`src/sccd_pkg.sv`:
```
package sccd_pkg;

  // Command word layout
  localparam int unsigned CMD_W        = 8;
  localparam int unsigned MISC_LSB     = 4;
  localparam int unsigned MISC_W       = 3;
  localparam int unsigned TXC_LSB      = 2;
  localparam int unsigned RXC_LSB      = 0;
  localparam int unsigned FLD_W        = 2;
  localparam int unsigned ERR_FLAGS_W  = 4;

  // Host register map (word addresses)
  localparam int unsigned ADDR_W       = 4;
  localparam logic [3:0]  ADDR_CMD     = 4'h0;
  localparam logic [3:0]  ADDR_STATUS  = 4'h1;
  localparam logic [3:0]  ADDR_MODE    = 4'h2;
  localparam logic [3:0]  ADDR_LAST    = 4'h3;

  // Host status word bit positions
  localparam int unsigned ST_TX_EN     = 0;
  localparam int unsigned ST_RX_EN     = 1;
  localparam int unsigned ST_BREAK     = 2;
  localparam int unsigned ST_BUSY      = 3;

  // Mode word bit positions
  localparam int unsigned MD_MULTIDROP = 0;
  localparam int unsigned MD_LOOPBACK  = 1;

  localparam logic [7:0]  RESET_CMD    = 8'h00;

  // Mark hold after break stop, in bit times
  localparam int unsigned BREAK_BITS   = 2;

  typedef enum logic [2:0] {
    MISC_NONE      = 3'h0,
    MISC_PTR_RESET = 3'h1,
    MISC_RX_RESET  = 3'h2,
    MISC_TX_RESET  = 3'h3,
    MISC_ERR_CLR   = 3'h4,
    MISC_BRK_CLR   = 3'h5,
    MISC_BRK_START = 3'h6,
    MISC_BRK_STOP  = 3'h7
  } sccd_misc_e;

  localparam logic [1:0]  FC_NONE      = 2'h0;
  localparam logic [1:0]  FC_ENABLE    = 2'h1;
  localparam logic [1:0]  FC_DISABLE   = 2'h2;
  localparam logic [1:0]  FC_ILLEGAL   = 2'h3;

endpackage

```
`src/sccd_if.sv`:
```
`timescale 1ns/1ps
interface sccd_if;
  logic                        cmd_wr;
  logic [sccd_pkg::CMD_W-1:0]  cmd_data;

  modport dev  (input  cmd_wr, input  cmd_data);
  modport host (output cmd_wr, output cmd_data);
endinterface

```
`src/sccd_dev.sv`:
```
// Chosen here: the register addresses and the plain strobed port.
`timescale 1ns/1ps
// What this block does
// - All fields of one write act together
// - Top command bit is ignored
// - Bits six-four: miscellaneous code, 000 idle
// - Code 001 returns mode pointer to first
// - Code 010 resets receiver, flags and queue
// - Host resets receiver before reconfiguring it
// - Code 011 resets transmitter and its flags
// - Code 100 clears the four error flags
// - Block mode: clear errors before last read
// - Code 101 clears break-change interrupt flag
// - Code 110 starts break, up to one bit late
// - Break waits for pending characters to finish
// - Code 111 marks, held for two bit boundaries, then idle
// - Bits three-two: transmitter command, 00 idle
// - Transmitter code 01 enables transmitter
// - Transmitter code 10 disables after current character
// - Host never writes transmitter code 11
// - Bits one-zero: receiver command, 00 idle
// - Receiver code 01 enables, hunts start unless multidrop
// - Receiver code 10 stops receiver, drops character
// - Host never writes receiver code 11
module sccd_dev #(
  parameter int unsigned BIT_DIV = 16
) (
  // Clock and reset
  input  wire logic clk,
  input  wire logic srst,
  // Link from host
  sccd_if.dev       link,
  // Channel state seen by the decoder
  input  wire logic multidrop,
  input  wire logic loopback,
  input  wire logic tx_shifting,
  input  wire logic tx_holding,
  input  wire logic tx_serial_in,
  // Action pulses
  output logic      mode_ptr_reset_r,
  output logic      rx_reset_r,
  output logic      receive_ready_flag_clr_r,
  output logic      receive_fifo_full_flag_clr_r,
  output logic      receive_queue_ptr_reset_r,
  output logic      tx_reset_r,
  output logic      transmit_ready_flag_clr_r,
  output logic      transmit_empty_flag_clr_r,
  output logic      error_flags_clr_r,
  output logic      break_change_clr_r,
  output logic      rx_hunt_start_r,
  output logic      rx_discard_r,
  // Levels
  output logic      tx_enable_r,
  output logic      tx_stop_pending_r,
  output logic      rx_enable_r,
  output logic      rx_active_r,
  output logic      tx_hold_mark_r,
  output logic      serial_transmit_output_r
);

  // Divider counter is 16 bits wide
  if (BIT_DIV < 1 || BIT_DIV > 65536) begin : g_bad_div
    $error("BIT_DIV out of range");
  end

  typedef enum logic [3:0] {
    BRK_IDLE  = 4'h1,
    BRK_WAIT  = 4'h2,
    BRK_ON    = 4'h4,
    BRK_MARK  = 4'h8
  } sccd_brk_e;

  typedef struct packed {
    logic [11:0] pulses;
    logic        tx_en;
    logic        tx_stop;
    logic        rx_en;
    logic        rx_act;
    logic        mark;
    logic        txd;
    sccd_brk_e   brk;
    logic [1:0]  bits;
    logic [15:0] div;
  } sccd_dev_s;

  sccd_dev_s  st_r;
  sccd_dev_s  st_nxt;
  logic [2:0] misc;
  logic [1:0] txc;
  logic [1:0] rxc;
  logic       bit_tick;
  logic       tx_busy;

  // Bit 7 is never looked at
  assign misc = link.cmd_data[sccd_pkg::MISC_LSB +: sccd_pkg::MISC_W];
  assign txc  = link.cmd_data[sccd_pkg::TXC_LSB +: sccd_pkg::FLD_W];
  assign rxc  = link.cmd_data[sccd_pkg::RXC_LSB +: sccd_pkg::FLD_W];
  assign bit_tick = (st_r.div == 16'(BIT_DIV - 1));
  assign tx_busy  = tx_shifting || tx_holding;

  always_comb begin
    st_nxt = st_r;
    st_nxt.pulses = '0;
    st_nxt.div = bit_tick ? 16'h0000 : st_r.div + 16'h0001;
    // Stop takes effect once the current character has gone
    if (st_r.tx_stop && !tx_shifting) begin
      st_nxt.tx_en = 1'b0;
      st_nxt.tx_stop = 1'b0;
    end
    // Break sequencer, stepped on bit boundaries; commands below win over a tick
    case (st_r.brk)
      BRK_IDLE: st_nxt.txd = tx_serial_in;
      BRK_WAIT: begin
        st_nxt.txd = tx_serial_in;
        if (bit_tick && !tx_busy) begin
          st_nxt.brk = sccd_brk_e'(BRK_ON);
        end
      end
      BRK_ON: st_nxt.txd = 1'b0;
      BRK_MARK: begin
        st_nxt.txd = 1'b1;
        st_nxt.mark = 1'b1;
        if (bit_tick) begin
          st_nxt.bits = st_r.bits + 2'h1;
          if (st_r.bits == 2'(sccd_pkg::BREAK_BITS - 1)) begin
            st_nxt.brk = sccd_brk_e'(BRK_IDLE);
            st_nxt.mark = 1'b0;
          end
        end
      end
      default: st_nxt.brk = sccd_brk_e'(BRK_IDLE);
    endcase
    if (link.cmd_wr) begin
      // Every field is decoded from the same word in one cycle
      case (misc)
        sccd_pkg::MISC_PTR_RESET: st_nxt.pulses[0] = 1'b1;
        sccd_pkg::MISC_RX_RESET: begin
          st_nxt.pulses[1] = 1'b1;
          st_nxt.pulses[2] = 1'b1;
          st_nxt.pulses[3] = 1'b1;
          st_nxt.pulses[4] = 1'b1;
          st_nxt.rx_en = 1'b0;
          st_nxt.rx_act = multidrop || loopback;
        end
        sccd_pkg::MISC_TX_RESET: begin
          st_nxt.pulses[5] = 1'b1;
          st_nxt.pulses[6] = 1'b1;
          st_nxt.pulses[7] = 1'b1;
          st_nxt.tx_en = 1'b0;
          st_nxt.tx_stop = 1'b0;
        end
        sccd_pkg::MISC_ERR_CLR: st_nxt.pulses[8] = 1'b1;
        sccd_pkg::MISC_BRK_CLR: st_nxt.pulses[9] = 1'b1;
        sccd_pkg::MISC_BRK_START: begin
          st_nxt.brk = sccd_brk_e'(BRK_WAIT);
          st_nxt.bits = '0;
          st_nxt.mark = 1'b0;
        end
        sccd_pkg::MISC_BRK_STOP: begin
          if (st_r.brk != BRK_IDLE) begin
            st_nxt.brk = sccd_brk_e'(BRK_MARK);
            st_nxt.bits = '0;
            st_nxt.mark = 1'b1;
          end
        end
        default: ;
      endcase
      case (txc)
        sccd_pkg::FC_ENABLE: begin
          st_nxt.tx_en = 1'b1;
          st_nxt.tx_stop = 1'b0;
        end
        sccd_pkg::FC_DISABLE: begin
          st_nxt.pulses[6] = 1'b1;
          st_nxt.pulses[7] = 1'b1;
          st_nxt.tx_stop = st_nxt.tx_en;
        end
        default: ;
      endcase
      case (rxc)
        sccd_pkg::FC_ENABLE: begin
          st_nxt.rx_en = 1'b1;
          st_nxt.rx_act = 1'b1;
          st_nxt.pulses[10] = !multidrop;
        end
        sccd_pkg::FC_DISABLE: begin
          st_nxt.rx_en = 1'b0;
          st_nxt.rx_act = multidrop || loopback;
          st_nxt.pulses[11] = 1'b1;
        end
        default: ;
      endcase
    end
  end

  always_ff @(posedge clk) begin
    if (srst) begin
      st_r <= '{pulses: '0, tx_en: 1'b0, tx_stop: 1'b0, rx_en: 1'b0, rx_act: 1'b0,
                mark: 1'b0, txd: 1'b1, brk: BRK_IDLE, bits: '0, div: '0};
    end else begin
      st_r <= st_nxt;
    end
  end

  assign mode_ptr_reset_r             = st_r.pulses[0];
  assign rx_reset_r                   = st_r.pulses[1];
  assign receive_ready_flag_clr_r     = st_r.pulses[2];
  assign receive_fifo_full_flag_clr_r = st_r.pulses[3];
  assign receive_queue_ptr_reset_r    = st_r.pulses[4];
  assign tx_reset_r                   = st_r.pulses[5];
  assign transmit_ready_flag_clr_r    = st_r.pulses[6];
  assign transmit_empty_flag_clr_r    = st_r.pulses[7];
  assign error_flags_clr_r            = st_r.pulses[8];
  assign break_change_clr_r           = st_r.pulses[9];
  assign rx_hunt_start_r              = st_r.pulses[10];
  assign rx_discard_r                 = st_r.pulses[11];
  assign tx_enable_r                  = st_r.tx_en;
  assign tx_stop_pending_r            = st_r.tx_stop;
  assign rx_enable_r                  = st_r.rx_en;
  assign rx_active_r                  = st_r.rx_act;
  assign tx_hold_mark_r               = st_r.mark;
  assign serial_transmit_output_r     = st_r.txd;

endmodule

```
`src/flat_wrapper.sv`:
```
// flat-port wrapper written by rule: the top's interface ports become plain ports
module sccd_dev_flat 
#(
  parameter int unsigned BIT_DIV = 16
)
  (clk, srst, multidrop, loopback, tx_shifting, tx_holding, tx_serial_in, mode_ptr_reset_r, rx_reset_r, receive_ready_flag_clr_r, receive_fifo_full_flag_clr_r, receive_queue_ptr_reset_r, tx_reset_r, transmit_ready_flag_clr_r, transmit_empty_flag_clr_r, error_flags_clr_r, break_change_clr_r, rx_hunt_start_r, rx_discard_r, tx_enable_r, tx_stop_pending_r, rx_enable_r, rx_active_r, tx_hold_mark_r, serial_transmit_output_r, link_cmd_wr, link_cmd_data);
  sccd_if link_i ();
  input  wire logic clk;
  input  wire logic srst;
  input  wire logic multidrop;
  input  wire logic loopback;
  input  wire logic tx_shifting;
  input  wire logic tx_holding;
  input  wire logic tx_serial_in;
  output logic mode_ptr_reset_r;
  output logic rx_reset_r;
  output logic receive_ready_flag_clr_r;
  output logic receive_fifo_full_flag_clr_r;
  output logic receive_queue_ptr_reset_r;
  output logic tx_reset_r;
  output logic transmit_ready_flag_clr_r;
  output logic transmit_empty_flag_clr_r;
  output logic error_flags_clr_r;
  output logic break_change_clr_r;
  output logic rx_hunt_start_r;
  output logic rx_discard_r;
  output logic tx_enable_r;
  output logic tx_stop_pending_r;
  output logic rx_enable_r;
  output logic rx_active_r;
  output logic tx_hold_mark_r;
  output logic serial_transmit_output_r;
  input wire logic [$bits(link_i.cmd_wr)-1:0] link_cmd_wr;
  input wire logic [$bits(link_i.cmd_data)-1:0] link_cmd_data;
  assign link_i.cmd_wr = link_cmd_wr;
  assign link_i.cmd_data = link_cmd_data;
  sccd_dev #(.BIT_DIV(BIT_DIV)) u_core (.clk(clk), .srst(srst), .link(link_i), .multidrop(multidrop), .loopback(loopback), .tx_shifting(tx_shifting), .tx_holding(tx_holding), .tx_serial_in(tx_serial_in), .mode_ptr_reset_r(mode_ptr_reset_r), .rx_reset_r(rx_reset_r), .receive_ready_flag_clr_r(receive_ready_flag_clr_r), .receive_fifo_full_flag_clr_r(receive_fifo_full_flag_clr_r), .receive_queue_ptr_reset_r(receive_queue_ptr_reset_r), .tx_reset_r(tx_reset_r), .transmit_ready_flag_clr_r(transmit_ready_flag_clr_r), .transmit_empty_flag_clr_r(transmit_empty_flag_clr_r), .error_flags_clr_r(error_flags_clr_r), .break_change_clr_r(break_change_clr_r), .rx_hunt_start_r(rx_hunt_start_r), .rx_discard_r(rx_discard_r), .tx_enable_r(tx_enable_r), .tx_stop_pending_r(tx_stop_pending_r), .rx_enable_r(rx_enable_r), .rx_active_r(rx_active_r), .tx_hold_mark_r(tx_hold_mark_r), .serial_transmit_output_r(serial_transmit_output_r));
endmodule
```
`config.mk`:
```
export PLATFORM = sky130hd
export DESIGN_NAME = sccd_dev_flat
export DESIGN_NICKNAME = d
export VERILOG_FILES = /design/src/sccd_pkg.sv /design/src/sccd_if.sv /design/src/sccd_dev.sv /design/src/flat_wrapper.sv
export SDC_FILE = /design/constraint.sdc
export NUM_CORES = 1
export LEC_CHECK = 0
export BUFFER_PORTS_ARGS = -buffer_cell sky130_fd_sc_hd__buf_4
export CAP_MARGIN = 10
export CORE_ASPECT_RATIO = 1.4
export CORE_MARGIN = 1
export CORE_UTILIZATION = 55
export CTS_BUF_LIST = sky130_fd_sc_hd__clkbuf_8
export DETAILED_ROUTE_END_ITERATION = 8
export PLACE_DENSITY = 0.89
export SYNTH_ARGS = -nofsm -noshare
export SYNTH_HDL_FRONTEND = slang
export SYNTH_SLANG_ARGS = --single-unit
```
`constraint.sdc`:
```
create_clock -name clk -period 2.1 [get_ports clk]
set_clock_uncertainty 0.2 [all_clocks]
set_input_delay 0.105 -clock clk [delete_from_list [all_inputs] [get_ports clk]]
set_output_delay 0.105 -clock clk [all_outputs]
set_load 0.005 [all_outputs]
```
## Yosys cells after proc, flatten, opt, wreduce, memory -nomap -nowiden

Cells that the tools add are included.

| cells by class | value |
|---|---|
| add/sub/neg operators | 2 |
| eq/ne operators | 18 |
| muxes and demuxes | 28 |
| bitwise operators | 2 |
| reductions and logical operators | 15 |

Operators with widths:

| cell | count |
|---|---|
| 2-to-1 mux 6 bit | 3 |
| adder 16 x 1 -> 16 bit, second input constant | 1 |
| == test 16 x 4 -> 1 bit, second input constant | 1 |
| == test 3 bit, second input constant | 4 |
| 2-to-1 mux 4 bit | 3 |
| case mux 4 bit (3 select lines) | 1 |
| case mux 6 bit (2 select lines) | 1 |
| 2-to-1 mux 2 bit | 5 |
| 2-to-1 mux 1 bit | 9 |
| OR reduction 2 bit | 4 |
| == test 2 x 1 -> 1 bit, second input constant | 3 |
| == test 3 x 2 -> 1 bit, second input constant | 2 |
| nonzero test 3 bit | 2 |
| 2-to-1 mux 5 bit | 1 |
| == test 2 bit, second input constant | 2 |
| == test 4 x 1 -> 1 bit, second input constant | 1 |
| == test 4 x 2 -> 1 bit, second input constant | 1 |
| == test 4 x 3 -> 1 bit, second input constant | 1 |
| == test 4 bit, second input constant | 1 |
| != test 4 x 1 -> 1 bit, second input constant | 1 |
| case mux 1 bit (2 select lines) | 2 |
| case mux 2 bit (2 select lines) | 1 |
| == test 3 x 1 -> 1 bit, second input constant | 1 |
| zero test 1 bit | 3 |
| other kinds (8) | 11 |

| word-level totals | value |
|---|---|
| bits in registers | 40 |
| bits of input ports | 16 |
| logic and storage cells | 76 |

## Logic depth before layout (Yosys ltp)

Gate-level depths: netlist of run 1.

| depth | value |
|---|---|
| depth in word-level cells | 8 |
| depth in mapped cells | 6 |
| depth with buffers taken out | 6 |

## Worst setup path before layout of run 1

No wires, ideal clock.

| timing | value |
|---|---|
| path type | reg-to-reg |
| start point | register u_core.st_r[0] (netlist bit) |
| end point | register u_core.st_r[10] (netlist bit) |
| setup time | 0.117 ns |
| arrival time | 1.393 ns |
| slack | 0.390 ns |
| stages on the path, launching flop included | 7 |
| path buffers | 1 |
| period minus slack after synthesis | 1.710 ns |
| path through | dfxtp_1 > ha_1 > and3_1 > nand4_1 > nand2b_1 > buf_2 > nor2_1 |

| between the ends | value |
|---|---|
| cells in the longest elaborated chain, start to end | 2 |

Ends and longest elaborated chain:

| item | RTL line | text |
|---|---|---|
| from (decl) | sccd_dev.sv:86 | `sccd_dev_s st_r;` |
| from (signal assigned) | sccd_dev.sv:198 | `st_r <= '{pulses: '0, tx_en: 1'b0, tx_stop: 1'b0, rx_en: 1'b0, rx_act: 1'b0,` |
| from (signal assigned) | sccd_dev.sv:201 | `st_r <= st_nxt;` |
| parallel branches: the longest is 2 deep, another holds adder 16 x 1 -> 16 bit | n/a |  |

Several ways; the timed one is not identified.
A chain may end at the register's enable or synchronous reset.

## Worst setup path in the final report of run 1

| timing | value |
|---|---|
| start point | input port link_cmd_data[6] |
| end point | register u_core.st_r, in the netlist u_core.rx_active_r |

| between the ends | value |
|---|---|
| cells in the longest elaborated chain, start to end | 3 |

Ends and longest elaborated chain:

| item | RTL line | text |
|---|---|---|
| from (decl) | flat_wrapper.sv:34 | `input wire logic [$bits(link_i.cmd_data)-1:0] link_cmd_data;` |
| == test 3 x 2 -> 1 bit | sccd_dev.sv:135 | `case (misc)` |
| nonzero test 3 bit (no source line) | n/a |  |
| AND reduction 2 bit (no source line) | n/a |  |

No other way between the ends.

==> impl_metrics.env, run 1 <==
export IMPL_drive_gt1_frac=0.195
export IMPL_antenna_found_initial=0
export IMPL_grt_pass1_wl_mm=6.38
export IMPL_rsz0062_at_grt="no"
export IMPL_timing_fmax_ghz=0.497
export IMPL_finalPower_w=0.00133
export IMPL_syn_nets=221
export IMPL_clock_path_buffers=2
export IMPL_hold_path_class="input pin to register"
export IMPL_drv_slew=0
export IMPL_p_seq_frac=0.533
export IMPL_cp_required_ps=2090
export IMPL_ioPinCount=34
export IMPL_crit_path_end_kind="register"
export IMPL_dieArea_um2=3330
export IMPL_post_place_ws_ps=299
export IMPL_port_buffers=32
export IMPL_vias=1578
export IMPL_yosysWarnings=0
export IMPL_utilization=0.752
export IMPL_n_antenna_cell=0
export IMPL_r2r_slack_ps=220
export IMPL_ff2ff_path_depth=4
export IMPL_synth_largest_area_cell="dfxtp_1"
export IMPL_grt_max_degree=16
export IMPL_critPathLaunchType="input pin"
export IMPL_numClockSinks=36
export IMPL_cts_tree="built"
export IMPL_die_h_um=67.9
export IMPL_finalHoldViolations=0
export IMPL_cts_setup_buffers=0
export IMPL_final_fill_count=215
export IMPL_syn_cell_area_um2=1710
export IMPL_setup_slack_ps=88.4
export IMPL_async_reset_ff_frac=0
export IMPL_p_sw_frac=0.245
export IMPL_drv_cap=0
export IMPL_clk_pin_slew_ps=80
export IMPL_status="complete, no violations"
export IMPL_wire_per_inst_um=13.6
export IMPL_syn_inst=201
export IMPL_critPathArrivalTime_ps=2000
export IMPL_clockRootBuffer="clkbuf_8"
export IMPL_power_density_nw_per_um2=608
export IMPL_ant_nets=0
export IMPL_insertion_delay_ps=300
export IMPL_placed_cell_area_um2=1930
export IMPL_rows=23
export IMPL_relSlewSlack=0.681
export IMPL_drt_iter0_drc=34
export IMPL_final_area_um2=2180
export IMPL_htree_levels=2
export IMPL_place_congestion=0.861
export IMPL_p_leak_nw=0.858
export IMPL_hpwl_mm=2.49
export IMPL_cts_buffers=5
export IMPL_ys_seq_area_frac=0.423
export IMPL_grt_use_total=0.261
export IMPL_comb_power_share=0.103
export IMPL_p_clk_frac=0.364
export IMPL_critPathKind="input pin to register"
export IMPL_core_um2=2910
export IMPL_intPower_w=0.00100
export IMPL_fp_dieW_um=49.1
export IMPL_setup_tns_ps=0
export IMPL_period_minus_slack_ps=2010
export IMPL_grt_overflow_total=0
export IMPL_fin_crit_sh=0.958
export IMPL_dr_pass1_iters=4
export IMPL_synth_edf_count=0
export IMPL_initial_core_util=0.587
export IMPL_synth_top_area_frac=0.423
export IMPL_reg2reg_from="u_core.st_r[4]"
export IMPL_crit_fanout=9
export IMPL_finalSetupViolCount=0
export IMPL_crit_path_start="link_cmd_data[6]"
export IMPL_finalNetCount=265
export IMPL_reg2reg_to="u_core.st_r[19]"
export IMPL_grt_pass1_vias=1488
export IMPL_drc=0
export IMPL_avgSynthCellArea_um2=8.48
export IMPL_synth_flop_cell="dfxtp_1"
export IMPL_syn2layout_area_growth_pct=28.1
export IMPL_peakVddDrop_v=0.000546
export IMPL_ys_ff_latch=36
export IMPL_via_per_inst=5.58
export IMPL_worstSetupEndpoint="u_core.rx_active_r"
export IMPL_wirelength_mm=3.85
export IMPL_synth_area_leaders="dfxtp_1 42%, nor2_1 6.4%, xnor2_1 6.2%"
export IMPL_synth_cell_types=39
export IMPL_p_sw_w=0.000326
export IMPL_worst_pin_slew_ps=472
[worst min-delay path by stage]
| stage | start | cells past startpoint | endpoint | slack (ps) |
|---|---|---|---|---|
| 2_1_floorplan | link_cmd_data[0] | 1 | u_core.rx_discard_r | -20 |
| 3_3_place_gp | multidrop | 2 | u_core.rx_hunt_start_r | 80 |
| 3_5_place_dp | multidrop | 2 | u_core.rx_hunt_start_r | 80 |
| 4_1_cts | link_cmd_data[2] | 4 | u_core.tx_enable_r | 20 |
| 5_1_grt | link_cmd_data[2] | 4 | u_core.tx_enable_r | 50 |
| 6_report | link_cmd_data[2] | 4 | u_core.tx_enable_r | 30 |
[flip-flops by register name, indices dropped and copies added, names as in the netlist]
signal and count:
u_core.tx_enable_r 1, u_core.rx_enable_r 1, u_core.tx_hold_mark_r 1, u_core.rx_hunt_start_r 1
u_core.error_flags_clr_r 1, u_core.rx_active_r 1, u_core.rx_discard_r 1, u_core.mode_ptr_reset_r 1
u_core.tx_reset_r 1, u_core.break_change_clr_r 1, u_core.transmit_empty_flag_clr_r 1, u_core.tx_stop_pending_r 1
u_core.st_r 22, u_core.serial_transmit_output_r 1, u_core.receive_queue_ptr_reset_r 1
[what timing repair did]
item	CTS	global route
setup endpoints to repair	0	1
resized for setup	0	3
endpoints found under the hold margin	14	0
hold buffers	16	0
[stage by stage]
stage	hold WS (ps)	cells
2_1_floorplan	-19.2	201
3_3_place_gp	82.8	259
3_5_place_dp	83.6	259
4_1_cts	19.9	283
5_1_grt	45.6	283
6_report	28.9	283
[critical path, cell delays in order]
cell           delay [ps]
dlygate4sd3_1         530
buf_4                 160
nor3b_2               170
o21ai_1               130
nor4_2                270
nor3_1                 60
dlygate4sd3_1         560
[power groups by stage]
stage                     clock (W)  sequential, W  combinational (W)
after CTS                  0.000496       0.000707           0.000132
after global placement            0       0.000723           0.000107
after floorplan                   0       0.000722          0.0000618
final                      0.000484       0.000708           0.000136
after global routing       0.000529       0.000709           0.000150
after detailed placement          0       0.000723           0.000110
[layer usage]
metal / global-route usage / up-vias / share of wire
met5: 0 / - / 0
met4: 0.184 / 0 / 0.038
met3: 0.0733 / 16 / 0.049
met2: 0.490 / 55 / 0.51
met1: 0.243 / 725 / 0.40
li1: - / 782 / -
[placed cells by master (no fill, tap or decap), drive strengths merged, types with 2 or more instances in the layout]
cell type / Yosys / final
nor2: 29 / 29
nand2b: 7 / 7
nor4b: 3 / 3
a21oi: 7 / 7
dlygate4sd3: 0 / 16
clkinv: 0 / 3
o21ai: 11 / 11
xor2: 4 / 4
inv: 10 / 10
nor3: 8 / 8
nand2: 8 / 8
buf: 8 / 34
and3: 2 / 2
xnor2: 12 / 12
ha: 4 / 4
clkbuf: 5 / 5
nand3: 8 / 8
dfxtp: 36 / 36
or2: 2 / 2
nand4: 6 / 6
or3: 2 / 2
nor3b: 3 / 3
nor4: 8 / 8
nor2b: 3 / 3
[layout make-up]
type,instances,area (µm²),share of cell area
clock inverters,3,18.8,0.00859
well taps,37,46.3,0.0212
clock buffers,5,68.8,0.0315
inverters,10,37.5,0.0172
repair buffers,50,415,0.190
multi-input cells,142,877,0.401
flip-flops and latches,36,721,0.330
[cells in the mapped netlist, drive strengths merged, types with 2 or more instances]
master and count:
ha 4, nor2b 3, nor3 8, a21oi 7, or3 2, buf 8
xor2 4, or2 2, dfxtp 36, nand2b 7, nor4b 3, clkbuf 5
inv 10, nor4 8, and3 2, nand2 8, xnor2 12, nor3b 3
nand3 8, o21ai 11, nand4 6, nor2 29
[logic make-up after synthesis]
| family | share of synthesized area |
|---|---|
| flip-flops | 0.423 |
| AO/OA/AOI/OAI | 0.0954 |
| multiplexers | 0.00587 |
| adder cells (fa/ha/maj) | 0.0293 |
| XOR/XNOR | 0.0822 |
| AND/OR/NAND/NOR | 0.295 |
| buffers and inverters | 0.0697 |
Power figures use the tool's default switching activity.
==> run 2: changes to the inputs <==
--- a/config.mk
+++ b/config.mk
@@ -5,6 +5,7 @@
 export SDC_FILE = /design/constraint.sdc
 export NUM_CORES = 1
 export LEC_CHECK = 0
+export ABC_AREA = 1
 export BUFFER_PORTS_ARGS = -buffer_cell sky130_fd_sc_hd__buf_4
 export CAP_MARGIN = 10
 export CORE_ASPECT_RATIO = 1.4
@@ -12,7 +13,7 @@
 export CORE_UTILIZATION = 55
 export CTS_BUF_LIST = sky130_fd_sc_hd__clkbuf_8
 export DETAILED_ROUTE_END_ITERATION = 8
-export PLACE_DENSITY = 0.89
+export PLACE_DENSITY = 0.8
 export SYNTH_ARGS = -nofsm -noshare
 export SYNTH_HDL_FRONTEND = slang
 export SYNTH_SLANG_ARGS = --single-unit
==> run 2 against run 1 <==
Non-clock buffer count fell by 2. First-iteration DRC count rose by 130%. Synthesized cell count rose by 22%. Hold slack improved by 5.7 ps. Critical path depth rose by 2. Sequential power barely moved. Sequential cell count did not move. Global-route usage barely moved. Highest routed layer unchanged. Utilization rose by 1.1 points.
==> impl_metrics.env, run 2 <==
export IMPL_critPathLaunchType="input pin"
export IMPL_yosysMostFrequentCell="nand2_1"
export IMPL_insertion_delay_ps=290
export IMPL_crit_path_end_kind="register"
export IMPL_syn_cell_area_um2=1740
export IMPL_n_antenna_cell=0
export IMPL_synth_flop_cell="dfxtp_1"
export IMPL_synth_edf_count=0
export IMPL_post_place_ws_ps=359
export IMPL_synth_area_leaders="dfxtp_1 41%, nand2_1 11%, nor2_1 9.3%"
export IMPL_synth_top_area_frac=0.415
export IMPL_setup_tns_ps=0
export IMPL_dp_cells=309
export IMPL_critPathArrivalTime_ps=1960
export IMPL_via_per_inst=5.00
export IMPL_final_cell_mix="51 x nand2_1, 43 x nor2_1, 36 x dfxtp_1"
export IMPL_clockRootBuffer="clkbuf_8"
export IMPL_yosysWarnings=0
export IMPL_hold_path_class="input pin to register"
export IMPL_power_density_nw_per_um2=616
export IMPL_numClockSinks=36
export IMPL_regArea_um2=721
export IMPL_fp_dieW_um=49.5
export IMPL_synth_compound_area_share=0.0771
export IMPL_finalNetCount=315
export IMPL_dr_pass1_iters=4
export IMPL_largest_register="u_core.st_r"
export IMPL_drv_cap=0
export IMPL_port_buffers=32
export IMPL_crit_fanout=2
export IMPL_relSlewSlack=0.682
export IMPL_core_um2=2940
export IMPL_p_leak_nw=1.01
export IMPL_synthSimpleGateAreaFrac=0.366
export IMPL_cts_setup_buffers=0
export IMPL_grt_use_total=0.261
export IMPL_finalHoldViolations=0
export IMPL_async_reset_ff_frac=0
export IMPL_vias=1660
export IMPL_die_h_um=68.5
export IMPL_wirelength_mm=3.98
export IMPL_finalSetupViolCount=0
export IMPL_critPathKind="input pin to register"
export IMPL_drv_slew=0
export IMPL_cts_buffers=5
export IMPL_ys_ff_latch=36
export IMPL_synthMuxAreaShare=0
export IMPL_grt_pass1_wl_mm=6.64
export IMPL_cts_tree="built"
export IMPL_synth_largest_area_cell="dfxtp_1"
export IMPL_antenna_found_initial=0
export IMPL_clock_path_buffers=2
export IMPL_rows=23
export IMPL_final_area_um2=2240
export IMPL_syn2layout_area_growth_pct=28.9
export IMPL_drt_iter0_drc=79
export IMPL_synth_fa_ha_area_frac=0.0288
export IMPL_syn_nets=265
export IMPL_multiInputGateArea_um2=855
export IMPL_layout_commonest_cell="nand2_1"
export IMPL_initial_core_util=0.592
export IMPL_timing_fmax_ghz=0.516
export IMPL_ys_seq_area_frac=0.415
export IMPL_netlist_top_cells_count="51 x nand2_1, 43 x nor2_1, 36 x dfxtp_1"
export IMPL_synth_xor_area_frac=0.0202
export IMPL_wire_per_inst_um=12.0
export IMPL_period_minus_slack_ps=1940
export IMPL_synth_top_family_by_area="simple AND/OR/NAND/NOR gates"
export IMPL_worst_pin_slew_ps=473
export IMPL_syn_inst=245
export IMPL_ioPinCount=34
export IMPL_drive_gt1_frac=0.183
export IMPL_finalNonFillerCells=332
export IMPL_placed_cell_area_um2=1980
export IMPL_peakVddDrop_v=0.000567
export IMPL_grt_pass1_vias=1578
export IMPL_drc=0
export IMPL_avgSynthCellArea_um2=7.09
export IMPL_cp_required_ps=2120
export IMPL_rsz0062_at_grt="no"
export IMPL_hpwl_mm=2.69
export IMPL_final_fill_count=226
export IMPL_dieArea_um2=3390
export IMPL_grt_overflow_total=0
export IMPL_setup_slack_ps=162
export IMPL_grt_max_degree=17
export IMPL_fin_crit_sh=0.923
export IMPL_largest_register_ffs=22
export IMPL_clk_pin_slew_ps=70
export IMPL_status="complete, no violations"
export IMPL_synth_cell_types=28
export IMPL_htree_levels=2
export IMPL_place_congestion=0.806
export IMPL_ant_nets=0
==> run 2: cell types whose count changed after synthesis, sizes merged, moves of 4 or more <==
cell	delta
nand2	+47
inv	+22
nor2	+19
xnor2	-11
nand3	+9
a21oi	+7
nand2b	-7
nor4	-7
clkbuf	-5
o21ai	-4
==> run 2: cell families (layout without fill, tap and decap cells) <==
group           Yosys count  after routing
compound gates           24             24
fa+ha+maj                 4              4
simple gates            140            140
buf+inv                  37             87
xor+xnor                  4              4
flops                    36             36
==> run 2: path summary, 6_finish.rpt <==
path | start | endpoint | slack (ps) | depth (start not counted)
worst max-delay path | link_cmd_data[2] | u_core.tx_stop_pending_r | 160 | 9
worst min-delay path | link_cmd_data[3] | u_core.transmit_empty_flag_clr_r | 30 | 4
worst max register to register | u_core.st_r[0] | u_core.st_r[2] | 360 | 6
worst min register to register | u_core.serial_transmit_output_r | u_core.serial_transmit_output_r | 260 | 2
==> run 2: layer usage <==
layer	routed length [µm]	vias to the layer above	share of wire	track usage
li1	-	867	-	-
met1	1700	754	0.43	0.266
met2	2070	31	0.52	0.503
met3	125	8	0.031	0.0556
met4	85	0	0.021	0.129
met5	0	-	0	0
==> run 2: cell type report <==
class | instances | area share
inverter | 32 | 0.0537
tap | 37 | 0.0207
clock buffer | 7 | 0.0430
sequential | 36 | 0.322
multi-input combinational | 172 | 0.382
timing repair buffer | 48 | 0.179
==> run 2: timing repair <==
item | CTS | global route
hold endpoints to repair | 15 | 0
hold buffers | 16 | 0
gates resized for setup | 0 | 0
==> run 2: through the flow <==
stage,power (W),hold slack [ps],utilization
5_1_grt,0.00142,58.2,0.763
3_3_place_gp,0.000837,77.7,0.675
2_1_floorplan,0.000785,-25.9,-
3_5_place_dp,0.000839,80.7,0.675
6_report,0.00138,34.7,0.763
4_1_cts,0.00138,16.0,0.763
==> run 2: worst max-delay path, stage by stage <==
cell           delay [ps]
dlygate4sd3_1         530
buf_4                 110
inv_1                  40
ha_1                  290
nand2_1                70
nand2_1                70
nand3_1                60
dlygate4sd3_1         560
a21oi_1               120
==> run 2: power by group <==
part	switching (W)	total [W]	internal, W
clock network	0.000239	0.000531	0.000292
logic	0.0000696	0.000139	0.0000691
registers	0.0000108	0.000709	0.000698
